$ cat config.mk
export PLATFORM = sky130hd
export DESIGN_NAME = vbc_i2c_ctrl
export DESIGN_NICKNAME = d
export VERILOG_FILES = /design/src/common/vbc_pkg.sv /design/src/logic/vbc_i2c_ctrl.sv
export SDC_FILE = /design/constraint.sdc
export NUM_CORES = 1
export LEC_CHECK = 0
export BUFFER_PORTS_ARGS = -buffer_cell sky130_fd_sc_hd__buf_2
export CAP_MARGIN = 10
export CORE_ASPECT_RATIO = 1.75
export CORE_UTILIZATION = 35
export DETAILED_ROUTE_END_ITERATION = 8
export SLEW_MARGIN = 10
export SYNTH_ARGS = -nofsm -noshare
export SYNTH_HDL_FRONTEND = slang
export SYNTH_SLANG_ARGS = --single-unit
$ cat constraint.sdc
create_clock -name clk -period 4.8 [get_ports clk]
set_input_delay 0 -clock clk [delete_from_list [all_inputs] [get_ports clk]]
set_output_delay 0 -clock clk [all_outputs]
set_load 0.05 [all_outputs]
$ cat src/common/vbc_pkg.sv
package vbc_pkg;

  // ************************************************************
  // sub-addresses and bus address
  // ************************************************************
  localparam logic [7:0] SUB_CHAN_ONE = 8'h01;
  localparam logic [7:0] SUB_CHAN_TWO = 8'h02;
  localparam logic [7:0] SUB_CHAN_THREE = 8'h03;
  localparam logic [7:0] SUB_SYNC = 8'h04;
  localparam logic [4:0] DEV_ADDR_FIXED = 5'h0B;
  localparam int NUM_CHAN = 3;

  // ************************************************************
  // field positions
  // ************************************************************
  localparam int CH_CLAMP_BIT = 7;
  localparam int CH_MUX_HI = 6;
  localparam int CH_MUX_LO = 3;
  localparam int CH_MODE_HI = 2;
  localparam int SY_MONITOR_BIT = 6;
  localparam int SY_BUFFER_BIT = 5;
  localparam int SY_VMUX_HI = 4;
  localparam int SY_VMUX_LO = 3;
  localparam int SY_HMUX_HI = 2;
  localparam int SY_HMUX_LO = 1;
  localparam int SY_ENABLE_BIT = 0;

  // ************************************************************
  // codes and reset values
  // ************************************************************
  localparam logic [3:0] MUX_LAST_A = 4'h4;
  localparam logic [3:0] MUX_LAST_B = 4'h9;
  localparam logic [1:0] SYNC_MUX_B = 2'h1;
  localparam logic [2:0] MODE_DISABLE = 3'h0;
  localparam logic [7:0] CFG_RESET = 8'h00;
  localparam logic [7:0] CHAN_PRESET_HI = 8'h04;
  localparam logic [7:0] SYNC_PRESET_HI = 8'h40;
  localparam logic [7:0] READ_RESERVED = 8'h00;

  // ************************************************************
  // timing
  // ************************************************************
  localparam int CLK_PERIOD_NS = 25;
  localparam int STRAP_SETTLE_NS = 100;
  localparam logic [2:0] STRAP_SETTLE_CYC = 3'((STRAP_SETTLE_NS + CLK_PERIOD_NS - 1) / CLK_PERIOD_NS);
  localparam logic [3:0] BITS_PER_BYTE = 4'h8;

  typedef enum logic [3:0] {
    ST_IDLE, ST_ADDR, ST_ADDR_ACK, ST_SUB, ST_SUB_ACK, ST_DATA, ST_DATA_ACK,
    ST_IGNORE, ST_READ, ST_MASTER_ACK, ST_WAIT
  } vbc_state_t;

  typedef struct packed {
    logic clamp_fast;
    logic input_b;
    logic [2:0] mode;
    logic monitor_en;
    logic buffer_en;
  } vbc_chan_ctrl_t;

  typedef struct packed {
    logic vsync_input_b;
    logic hsync_input_b;
    logic sync_en;
  } vbc_sync_ctrl_t;

endpackage

$ cat src/logic/vbc_i2c_ctrl.sv
`timescale 1ns/1ps
module vbc_i2c_ctrl (
  input wire logic clk,
  input wire logic rst_n,
  input wire logic scl_in,
  input wire logic sda_in,
  output logic sda_out,
  output logic sda_oe,
  input wire logic address_select_high,
  input wire logic address_select_low,
  input wire logic power_up_config_strap,
  output vbc_pkg::vbc_chan_ctrl_t chan_ctrl [vbc_pkg::NUM_CHAN],
  output vbc_pkg::vbc_sync_ctrl_t sync_ctrl
);

  // ************************************************************
  // pin synchronisers
  // ************************************************************
  // order: scl, sda, address high, address low, strap
  logic [4:0] pins_meta_reg;
  logic [4:0] pins_sync_reg;
  logic scl_prev_reg;
  logic sda_prev_reg;

  always_ff @(posedge clk or negedge rst_n) begin
    if (!rst_n) begin
      pins_meta_reg <= 5'h03;
      pins_sync_reg <= 5'h03;
      scl_prev_reg <= 1'b1;
      sda_prev_reg <= 1'b1;
    end else begin
      pins_meta_reg <= {power_up_config_strap, address_select_low, address_select_high, sda_in, scl_in};
      pins_sync_reg <= pins_meta_reg;
      scl_prev_reg <= pins_sync_reg[0];
      sda_prev_reg <= pins_sync_reg[1];
    end
  end

  wire scl_s = pins_sync_reg[0];
  wire sda_s = pins_sync_reg[1];
  wire addr_hi_s = pins_sync_reg[2];
  wire addr_lo_s = pins_sync_reg[3];
  wire strap_s = pins_sync_reg[4];
  wire scl_rise = scl_s && !scl_prev_reg;
  wire scl_fall = !scl_s && scl_prev_reg;
  wire start_det = scl_s && scl_prev_reg && !sda_s && sda_prev_reg;
  wire stop_det = scl_s && scl_prev_reg && sda_s && !sda_prev_reg;

  // ************************************************************
  // bus state machine
  // ************************************************************
  vbc_pkg::vbc_state_t state_reg, state_next;
  logic [3:0] bit_cnt_reg, bit_cnt_next;
  logic [7:0] shift_reg, shift_next;
  logic [7:0] tx_reg, tx_next;
  logic [7:0] sub_reg, sub_next;
  logic rw_reg, rw_next;
  logic sda_oe_reg, sda_oe_next;
  logic sda_out_reg;
  logic write_stb;

  // fixed pattern on top five bits
  wire addr_fixed_ok = shift_reg[7:3] == vbc_pkg::DEV_ADDR_FIXED;
  wire addr_match = addr_fixed_ok && shift_reg[2] == addr_hi_s && shift_reg[1] == addr_lo_s;
  wire byte_done = bit_cnt_reg == vbc_pkg::BITS_PER_BYTE;

  wire sel_ch0 = sub_reg == vbc_pkg::SUB_CHAN_ONE;
  wire sel_ch1 = sub_reg == vbc_pkg::SUB_CHAN_TWO;
  wire sel_ch2 = sub_reg == vbc_pkg::SUB_CHAN_THREE;
  wire sel_sync = sub_reg == vbc_pkg::SUB_SYNC;

  logic [7:0] chan_cfg_reg [vbc_pkg::NUM_CHAN];
  logic [7:0] sync_cfg_reg;

  wire [7:0] rd_byte = sel_ch0 ? chan_cfg_reg[0] :
                       sel_ch1 ? chan_cfg_reg[1] :
                       sel_ch2 ? chan_cfg_reg[2] :
                       sel_sync ? sync_cfg_reg : vbc_pkg::READ_RESERVED;

  always_comb begin
    state_next = state_reg;
    bit_cnt_next = bit_cnt_reg;
    shift_next = shift_reg;
    tx_next = tx_reg;
    sub_next = sub_reg;
    rw_next = rw_reg;
    sda_oe_next = sda_oe_reg;
    write_stb = 1'b0;
    if (start_det) begin
      // repeated start restarts address phase
      state_next = vbc_pkg::ST_ADDR;
      bit_cnt_next = 4'h0;
      sda_oe_next = 1'b0;
    end else if (stop_det) begin
      state_next = vbc_pkg::ST_IDLE;
      sda_oe_next = 1'b0;
    end else if (scl_rise) begin
      unique case (state_reg)
        vbc_pkg::ST_ADDR, vbc_pkg::ST_SUB, vbc_pkg::ST_DATA, vbc_pkg::ST_IGNORE: begin
          shift_next = {shift_reg[6:0], sda_s};
          bit_cnt_next = bit_cnt_reg + 4'h1;
        end
        vbc_pkg::ST_READ: begin
          bit_cnt_next = bit_cnt_reg + 4'h1;
        end
        default: begin
        end
      endcase
    end else if (scl_fall) begin
      unique case (state_reg)
        vbc_pkg::ST_ADDR: begin
          if (byte_done) begin
            if (addr_match) begin
              state_next = vbc_pkg::ST_ADDR_ACK;
              rw_next = shift_reg[0];
              sda_oe_next = 1'b1;
            end else begin
              state_next = vbc_pkg::ST_IDLE;
            end
          end
        end
        vbc_pkg::ST_ADDR_ACK: begin
          bit_cnt_next = 4'h0;
          if (rw_reg) begin
            // drive data bit after releasing ack
            state_next = vbc_pkg::ST_READ;
            sda_oe_next = !rd_byte[7];
            tx_next = {rd_byte[6:0], 1'b0};
          end else begin
            state_next = vbc_pkg::ST_SUB;
            sda_oe_next = 1'b0;
          end
        end
        vbc_pkg::ST_SUB: begin
          if (byte_done) begin
            // sub-address alone selects for a later read
            sub_next = shift_reg;
            state_next = vbc_pkg::ST_SUB_ACK;
            sda_oe_next = 1'b1;
          end
        end
        vbc_pkg::ST_SUB_ACK: begin
          state_next = vbc_pkg::ST_DATA;
          bit_cnt_next = 4'h0;
          sda_oe_next = 1'b0;
        end
        vbc_pkg::ST_DATA: begin
          if (byte_done) begin
            // ack held for one clock period
            write_stb = 1'b1;
            state_next = vbc_pkg::ST_DATA_ACK;
            sda_oe_next = 1'b1;
          end
        end
        vbc_pkg::ST_DATA_ACK: begin
          // further registers need a new transaction
          state_next = vbc_pkg::ST_IGNORE;
          bit_cnt_next = 4'h0;
          sda_oe_next = 1'b0;
        end
        vbc_pkg::ST_IGNORE: begin
          if (byte_done) begin
            bit_cnt_next = 4'h0;
          end
        end
        vbc_pkg::ST_READ: begin
          if (byte_done) begin
            // released for the master's ack slot
            state_next = vbc_pkg::ST_MASTER_ACK;
            sda_oe_next = 1'b0;
          end else begin
            sda_oe_next = !tx_reg[7];
            tx_next = {tx_reg[6:0], 1'b0};
          end
        end
        vbc_pkg::ST_MASTER_ACK: begin
          // master ack or nack, either way the read ends
          state_next = vbc_pkg::ST_WAIT;
        end
        default: begin
        end
      endcase
    end
  end

  always_ff @(posedge clk or negedge rst_n) begin
    if (!rst_n) begin
      state_reg <= vbc_pkg::ST_IDLE;
      bit_cnt_reg <= 4'h0;
      shift_reg <= 8'h00;
      tx_reg <= 8'h00;
      sub_reg <= 8'h00;
      rw_reg <= 1'b0;
      sda_oe_reg <= 1'b0;
      sda_out_reg <= 1'b0;
    end else begin
      state_reg <= state_next;
      bit_cnt_reg <= bit_cnt_next;
      shift_reg <= shift_next;
      tx_reg <= tx_next;
      sub_reg <= sub_next;
      rw_reg <= rw_next;
      sda_oe_reg <= sda_oe_next;
      // open drain: only ever pulls low
      sda_out_reg <= 1'b0;
    end
  end

  assign sda_oe = sda_oe_reg;
  assign sda_out = sda_out_reg;

  // ************************************************************
  // configuration registers and strap preset
  // ************************************************************
  // strap sampled only after the synchroniser has settled
  logic [2:0] settle_cnt_reg;
  logic preset_done_reg;
  wire preset_load = !preset_done_reg && settle_cnt_reg == vbc_pkg::STRAP_SETTLE_CYC;
  // strap high gives buffers off, monitors on, ac-bias
  wire [7:0] chan_preset = strap_s ? vbc_pkg::CHAN_PRESET_HI : vbc_pkg::CFG_RESET;
  wire [7:0] sync_preset = strap_s ? vbc_pkg::SYNC_PRESET_HI : vbc_pkg::CFG_RESET;

  always_ff @(posedge clk or negedge rst_n) begin
    if (!rst_n) begin
      settle_cnt_reg <= 3'h0;
      preset_done_reg <= 1'b0;
    end else if (!preset_done_reg) begin
      settle_cnt_reg <= settle_cnt_reg + 3'h1;
      preset_done_reg <= preset_load;
    end
  end

  // preset holds until a completed write replaces it
  always_ff @(posedge clk or negedge rst_n) begin
    if (!rst_n) begin
      sync_cfg_reg <= vbc_pkg::CFG_RESET;
    end else if (preset_load) begin
      sync_cfg_reg <= sync_preset;
    end else if (write_stb && sel_sync) begin
      sync_cfg_reg <= shift_reg;
    end
  end

  // ************************************************************
  // per-channel registers and control decode
  // ************************************************************
  genvar ch;
  generate
    for (ch = 0; ch < vbc_pkg::NUM_CHAN; ch++) begin : g_chan
      wire sel_this = sub_reg == 8'(ch + 1);
      wire [3:0] mux_code = chan_cfg_reg[ch][vbc_pkg::CH_MUX_HI:vbc_pkg::CH_MUX_LO];
      wire [2:0] mode = chan_cfg_reg[ch][vbc_pkg::CH_MODE_HI:0];
      // mode 000 turns both paths off
      wire path_on = mode != vbc_pkg::MODE_DISABLE;
      vbc_pkg::vbc_chan_ctrl_t ctrl_next;
      assign ctrl_next.clamp_fast = chan_cfg_reg[ch][vbc_pkg::CH_CLAMP_BIT];
      // reserved mux codes fall back to input A
      assign ctrl_next.input_b = mux_code > vbc_pkg::MUX_LAST_A && mux_code <= vbc_pkg::MUX_LAST_B;
      assign ctrl_next.mode = mode;
      assign ctrl_next.monitor_en = path_on && sync_cfg_reg[vbc_pkg::SY_MONITOR_BIT];
      assign ctrl_next.buffer_en = path_on && sync_cfg_reg[vbc_pkg::SY_BUFFER_BIT];

      always_ff @(posedge clk or negedge rst_n) begin
        if (!rst_n) begin
          chan_cfg_reg[ch] <= vbc_pkg::CFG_RESET;
          chan_ctrl[ch] <= '0;
        end else begin
          if (preset_load) begin
            chan_cfg_reg[ch] <= chan_preset;
          end else if (write_stb && sel_this) begin
            chan_cfg_reg[ch] <= shift_reg;
          end
          chan_ctrl[ch] <= ctrl_next;
        end
      end
    end
  endgenerate

  // sync mux selects, reserved codes give input A
  always_ff @(posedge clk or negedge rst_n) begin
    if (!rst_n) begin
      sync_ctrl <= '0;
    end else begin
      sync_ctrl.vsync_input_b <= sync_cfg_reg[vbc_pkg::SY_VMUX_HI:vbc_pkg::SY_VMUX_LO] == vbc_pkg::SYNC_MUX_B;
      sync_ctrl.hsync_input_b <= sync_cfg_reg[vbc_pkg::SY_HMUX_HI:vbc_pkg::SY_HMUX_LO] == vbc_pkg::SYNC_MUX_B;
      sync_ctrl.sync_en <= sync_cfg_reg[vbc_pkg::SY_ENABLE_BIT];
    end
  end

  // ************************************************************
  // assertions
  // ************************************************************
  wire [31:0] cfg_word = {chan_cfg_reg[0], chan_cfg_reg[1], chan_cfg_reg[2], sync_cfg_reg};
  wire addr_end = state_reg == vbc_pkg::ST_ADDR && scl_fall && byte_done && !start_det && !stop_det;

  stop_release_a: assert property (@(posedge clk) disable iff (!rst_n)
    stop_det |=> state_reg == vbc_pkg::ST_IDLE && !sda_oe_reg) else $error("stop did not release bus");
  foreign_addr_a: assert property (@(posedge clk) disable iff (!rst_n)
    addr_end && !addr_match |=> !sda_oe_reg && state_reg == vbc_pkg::ST_IDLE) else $error("acked foreign address");
  own_addr_a: assert property (@(posedge clk) disable iff (!rst_n)
    addr_end && addr_match |=> sda_oe_reg && state_reg == vbc_pkg::ST_ADDR_ACK) else $error("own address not acked");
  sub_ack_a: assert property (@(posedge clk) disable iff (!rst_n)
    state_reg == vbc_pkg::ST_SUB_ACK |-> sda_oe_reg) else $error("sub-address ack missing");
  extra_nack_a: assert property (@(posedge clk) disable iff (!rst_n)
    state_reg == vbc_pkg::ST_IGNORE |-> !sda_oe_reg) else $error("extra byte acknowledged");
  single_write_a: assert property (@(posedge clk) disable iff (!rst_n)
    state_reg == vbc_pkg::ST_IGNORE && preset_done_reg |=> $stable(cfg_word)) else $error("second byte written");
  read_msb_a: assert property (@(posedge clk) disable iff (!rst_n)
    state_reg == vbc_pkg::ST_ADDR_ACK && rw_reg && scl_fall && !start_det && !stop_det
      |=> sda_oe_reg == !$past(rd_byte[7])) else $error("read msb wrong");
  preset_low_a: assert property (@(posedge clk) disable iff (!rst_n)
    preset_load && !strap_s |=> cfg_word == 32'h0000_0000) else $error("strap low preset wrong");
  preset_high_a: assert property (@(posedge clk) disable iff (!rst_n)
    preset_load && strap_s |=> chan_cfg_reg[1] == vbc_pkg::CHAN_PRESET_HI && sync_cfg_reg == vbc_pkg::SYNC_PRESET_HI)
    else $error("strap high preset wrong");
  monitor_force_a: assert property (@(posedge clk) disable iff (!rst_n)
    !sync_cfg_reg[vbc_pkg::SY_MONITOR_BIT] |=> !chan_ctrl[0].monitor_en && !chan_ctrl[2].monitor_en)
    else $error("monitor not forced off");
  buffer_force_a: assert property (@(posedge clk) disable iff (!rst_n)
    !sync_cfg_reg[vbc_pkg::SY_BUFFER_BIT] |=> !chan_ctrl[0].buffer_en && !chan_ctrl[1].buffer_en)
    else $error("buffer not forced off");

endmodule

* Word level (Yosys, flattened, before mapping)
Index checks and enable logic that the tools add are counted.
Storage, ports and cells: output and inout bits 26, register bits 106, bits of input ports 7, logic and storage cells 185
Operators by class: $lt $le $gt $ge 6, multiplexer cells 52, reductions and logical operators 55, eq/ne operators 32, bitwise operators 3, add/sub/neg operators 2
Operators with widths (count):
- 2-to-1 mux 8 bit | 14
- 2-to-1 mux 4 bit | 15
- one-hot mux 4 bit (8 select lines) | 1
- inequality test 4 bit, second input constant | 6
- logical AND 1 bit | 23
- AND reduction 7 bit | 3
- equality test 4 x 3 -> 1 bit, second input constant | 4
- equality test 8 x 2 -> 1 bit, second input constant | 2
- 2-to-1 mux 1 bit | 16
- one-hot mux 8 bit (2 select lines) | 1
- nonzero test 3 bit | 5
- equality test 4 bit, second input constant | 3
- > comparator 4 x 3 -> 1 bit, second input constant | 3
- <= comparator 4 bit, second input constant | 3
- AND reduction 6 bit | 2
- nonzero test 10 bit | 1
- nonzero test 2 bit | 5
- equality test 4 x 2 -> 1 bit, second input constant | 2
- equality test 8 x 1 -> 1 bit, second input constant | 1
- equality test 8 x 3 -> 1 bit, second input constant | 1
- one-hot mux 4 bit (2 select lines) | 1
- zero test 1 bit | 7
- 2-to-1 mux 7 bit | 1
- nonzero test 7 bit | 1
- 22 further kinds | 29

* Logic depth before layout (Yosys ltp)
word-level depth 12, mapped depth 9, gate-level depth less buffers 7

* Worst setup path before layout
No wires, ideal clock.
kind register to register, start register scl_prev_reg, end register chan_cfg_reg (netlist bit cfg_word[10]), clock period less this slack 2208 ps, library setup time 129 ps, required time 4671 ps, path buffers 1, cell stages (with the launch flop) 8, arrival 2079 ps, setup slack 2592 ps, cells stage by stage dfstp_2 > inv_1 > ha_1 > buf_2 > nor3_1 > nand4_2 > mux2i_1 > a21oi_1
On the way: cells in the longest elaborated chain, start to end 7, elaborated cells on any way between the ends 14, those cells by class mux: 4; reduce/logical: 10
Ends and longest elaborated chain:
- from (decl) | line vbc_i2c_ctrl.sv:22 | logic scl_prev_reg;
- from (signal assigned) | line vbc_i2c_ctrl.sv:34 | scl_prev_reg <= pins_sync_reg[0];
- logical AND 1 bit, or another cell as far along | line vbc_i2c_ctrl.sv:45 | wire scl_fall = !scl_s && scl_prev_reg;
- 2-to-1 mux 1 bit, or another cell as far along | line vbc_i2c_ctrl.sv:109 | end else if (scl_fall) begin
- 2-to-1 mux 1 bit / logical AND 1 bit (equally long branches) | line vbc_i2c_ctrl.sv:97, vbc_i2c_ctrl.sv:47
- 2-to-1 mux 1 bit | line vbc_i2c_ctrl.sv:94 | end else if (stop_det) begin
- 2-to-1 mux 1 bit (*) | line vbc_i2c_ctrl.sv:89 | if (start_det) begin
- logical AND 1 bit (*) | line vbc_i2c_ctrl.sv:270 | end else if (write_stb && sel_this) begin
- nonzero test 2 bit (no source line) (*)
- to (signal, indexed assignment) | line vbc_i2c_ctrl.sv:265 | chan_cfg_reg[ch] <= vbc_pkg::CFG_RESET;
- to (signal, indexed assignment) | line vbc_i2c_ctrl.sv:269 | chan_cfg_reg[ch] <= chan_preset;
- to (signal, indexed assignment) | line vbc_i2c_ctrl.sv:271 | chan_cfg_reg[ch] <= shift_reg;
- to (decl) | line vbc_i2c_ctrl.sv:72 | logic [7:0] chan_cfg_reg [vbc_pkg::NUM_CHAN];
Every way passes the cells marked *; elsewhere a longest branch is shown, timed or not. A chain may end at the register's enable or synchronous reset.

* Final worst setup path
start register state_reg[3], end register bit_cnt_reg[3]
On the way: cells in the longest elaborated chain, start to end 7, elaborated cells on any way between the ends 19, those cells by class eq/ne: 10; mux: 5; reduce/logical: 4
Ends and longest elaborated chain:
- from (decl) | line vbc_i2c_ctrl.sv:52 | vbc_pkg::vbc_state_t state_reg, state_next;
- from (signal assigned) | line vbc_i2c_ctrl.sv:188 | state_reg <= vbc_pkg::ST_IDLE;
- from (signal assigned) | line vbc_i2c_ctrl.sv:197 | state_reg <= state_next;
- equality test 4 x 2 -> 1 bit / equality test 4 x 3 -> 1 bit (equally long branches) | line vbc_i2c_ctrl.sv:110 | unique case (state_reg)
- OR reduction 3 bit (no source line)
- one-hot mux 4 bit (2 select lines) | line vbc_i2c_ctrl.sv:110
- 2-to-1 mux 4 bit | line vbc_i2c_ctrl.sv:109
- 2-to-1 mux 4 bit | line vbc_i2c_ctrl.sv:97 | end else if (scl_rise) begin
- 2-to-1 mux 4 bit | line vbc_i2c_ctrl.sv:94
- 2-to-1 mux 4 bit | line vbc_i2c_ctrl.sv:89
- to (signal assigned) | line vbc_i2c_ctrl.sv:198 | bit_cnt_reg <= bit_cnt_next;
- to (decl) | line vbc_i2c_ctrl.sv:53 | logic [3:0] bit_cnt_reg, bit_cnt_next;
Several ways; a longest one is shown, not always the timed one. The select of a mux whose other input is x is not followed.

==> impl_metrics.toml <==
[final_layout]
multi_input_area_sq_um = 1990
fin_nets = 457
largest_reg_flops = 24
post-route-util_pct = 41.2
stdcell_area_sq_um = 5390
fin_cells = 618
regArea_sq_um = 2640
drive_gt1_share_pct = 20.6
diodes = 0
fill_cells = 1301
area_growth_pct = 13.6

[logic_synthesis]
synth_top_family_by_area = "simple AND/OR/NAND/NOR gates"
syn_avg_cell_area_sq_um = 11.6
synth-compound-area-share_pct = 9.02
synthFlopType = "dfrtp_1"
synth_warnings = 0
synthAdderAreaFrac_pct = 2.11
ys_seq_area_share_pct = 55.6
synth_top_area_share_pct = 52.2
synthMostInstantiatedCell = "dfrtp_1"
syn-num-nets = 425
synth_area_leader_cell = "dfrtp_1"
synthTopCellsByArea = "dfrtp_1 52%, mux2i_1 8.0%, mux2_2 5.5%"
netlist_instances = 410
synth_area_sq_um = 4740
synth_mux_area_share_pct = 13.5
synth_xor_area_share_pct = 0.923
synth-simple-area-share_pct = 16.3
yosysUniqueCellTypes = 54
synthArstFlopShare_pct = 100
synth-seq-cells = 105
yosys-top-cells-count = "99 x dfrtp_1, 50 x nor2_1, 38 x mux2i_1"
synth_edf_count = 0

[sta]
whs_ns = 0.269
fin_crit_sh_pct = 57.5
rsz0062_at_grt = "no"
clock-skew-final_ns = 0.00891
fmax_mhz = 362
setup_ws_ns = 2.04
setup_viol_count_final = 0
maxSlewHeadroom_pct = 33.3
finalHoldViolCount = 0
finalSetupTns_ns = 0
period_needed_ns = 2.76
slew_viol_final = 0
worstMarginPinSlew_ns = 0.999

[power]
p_leak_nw = 2.74
ir_drop_uv = 159
p_per_area_nw_per_um2 = 317
power_mw = 1.71

[run]
cap_violations = 0

[worst_setup_path]
rrSetupSlack_ns = 2.04
critPathKind = "register to register"
slowest_delay_ns = 0.91
crit_buf_inv = 0
crit_fanout = 20
startpoint_type = "register"
crit_family = "simple AND/OR/NAND/NOR gates"
crit_path_cell_trace = "nor4b_2 -> a32oi_1 -> o21a_1 -> or4_1 -> a31oi_1"
worstPathRequired_ns = 5.06
crit_path_end_kind = "register"
critPathArrivalTime_ns = 3.02
cp_slowest_cell = "nor4b_2"

[clocking]
cts_tree = "built"
htree_levels = 3
cts_buffer_depth = 2
clk_pin_slew_ns = 0.07
clk_latency_ns = 0.35
cts_made_buffers = 9
numClockSinks = 105
clockRootBuffer = "clkbuf_16"

[routing]
top_layer = "met4"
antenna_left = 0
first_pass_iters = 5
met2_length_um = 5770
wl_met1_um = 4080
routed-wl-met3_um = 206
wl_um = 10400
vias = 3184
via_per_inst = 5.15
drc = 0
initialDrtViolationCount = 144
routedWlPerCell_um = 16.9

[place]
dp_slack_ns = 2.06
gp_congestion = 0.858
post_dp_cell_area_sq_um = 5050
portBuffers = 31
numPlacedInstances = 596
place_hpwl_um = 7500

[outcome]
status = "complete, no violations"

[global_routing]
grt_max_degree = 60
grt_pass1_wl_um = 17400
grt_overflow = 0
antenna_found_initial = 0
grtUsageTotal_pct = 16.0
first_global_vias = 3346

[die]
die_w_um = 90
coreArea_sq_um = 13100
dieHeight_um = 156
start_util_pct = 36.3
ioPinCount = 33
dieArea_sq_um = 14000
num_rows = 55

[min_path]
hold_class = "input pin to asynchronous set/reset pin"
==> power breakdown <==
group	switching (mW)	internal [mW]	total, mW
registers	0.0222	0.903	0.925
clock network	0.338	0.355	0.694
logic	0.0604	0.0274	0.0878
total	0.421	1.29	1.71
==> what timing repair did <==
item	4_1_cts	5_1_grt
resized for setup	0	0
endpoints found under the hold margin	59	0
hold buffers	6	0
setup buffers	0	0
==> area by class of cell <==
cell class                 instances  share of cell area, %
clock buffer                       9                   4.18
sequential                       105                   48.9
timing repair buffer              39                   4.32
tap                              171                   3.97
inverter                          10                  0.697
clock inverter                     7                   1.02
multi-input combinational        277                   36.9
==> layout by cell type (no fill, tap or decap), drive strengths merged, types with 5 or more instances in the layout <==
master,netlist,final
a21oi,18,18
o211ai,5,5
nor2,50,50
o21ai,10,10
buf,9,33
mux2,23,23
dfstp,6,6
nor2b,13,13
a22oi,11,11
nand2,16,16
nor3,8,8
dfrtp,99,99
nand4,5,5
inv,10,11
ha,8,8
dlygate4sd3,0,6
nand3,7,7
nand2b,6,6
mux2i,38,38
clkbuf,9,9
==> logic make-up after synthesis <==
family	Yosys count
DFF	105
buffers and inverters	28
xor gates and xnor gates	5
adders and majority gates	8
other	1
and+or+nand+nor	137
muxes	61
AOI/OAI and AO/OA	65
==> final timing paths <==
check,startpoint,to,cells past startpoint
worst max-delay path,state_reg[3],bit_cnt_reg[3],5
worst min-delay path,rst_n,state_reg[1],2
worst max register to register,state_reg[3],bit_cnt_reg[3],5
worst min register to register,pins_meta_reg[3],pins_sync_reg[3],0
max in group asynchronous,rst_n,chan_ctrl[1],3
min in group clk,power_up_config_strap,pins_meta_reg[4],2
==> per-layer routing <==
layer / track usage, % / vias up
li1: - / 1512
met4: 8.45 / 0
met1: 17.2 / 1603
met2: 29.6 / 49
met3: 2.83 / 20
met5: 0 / -
(Power assumes the default switching activity.)
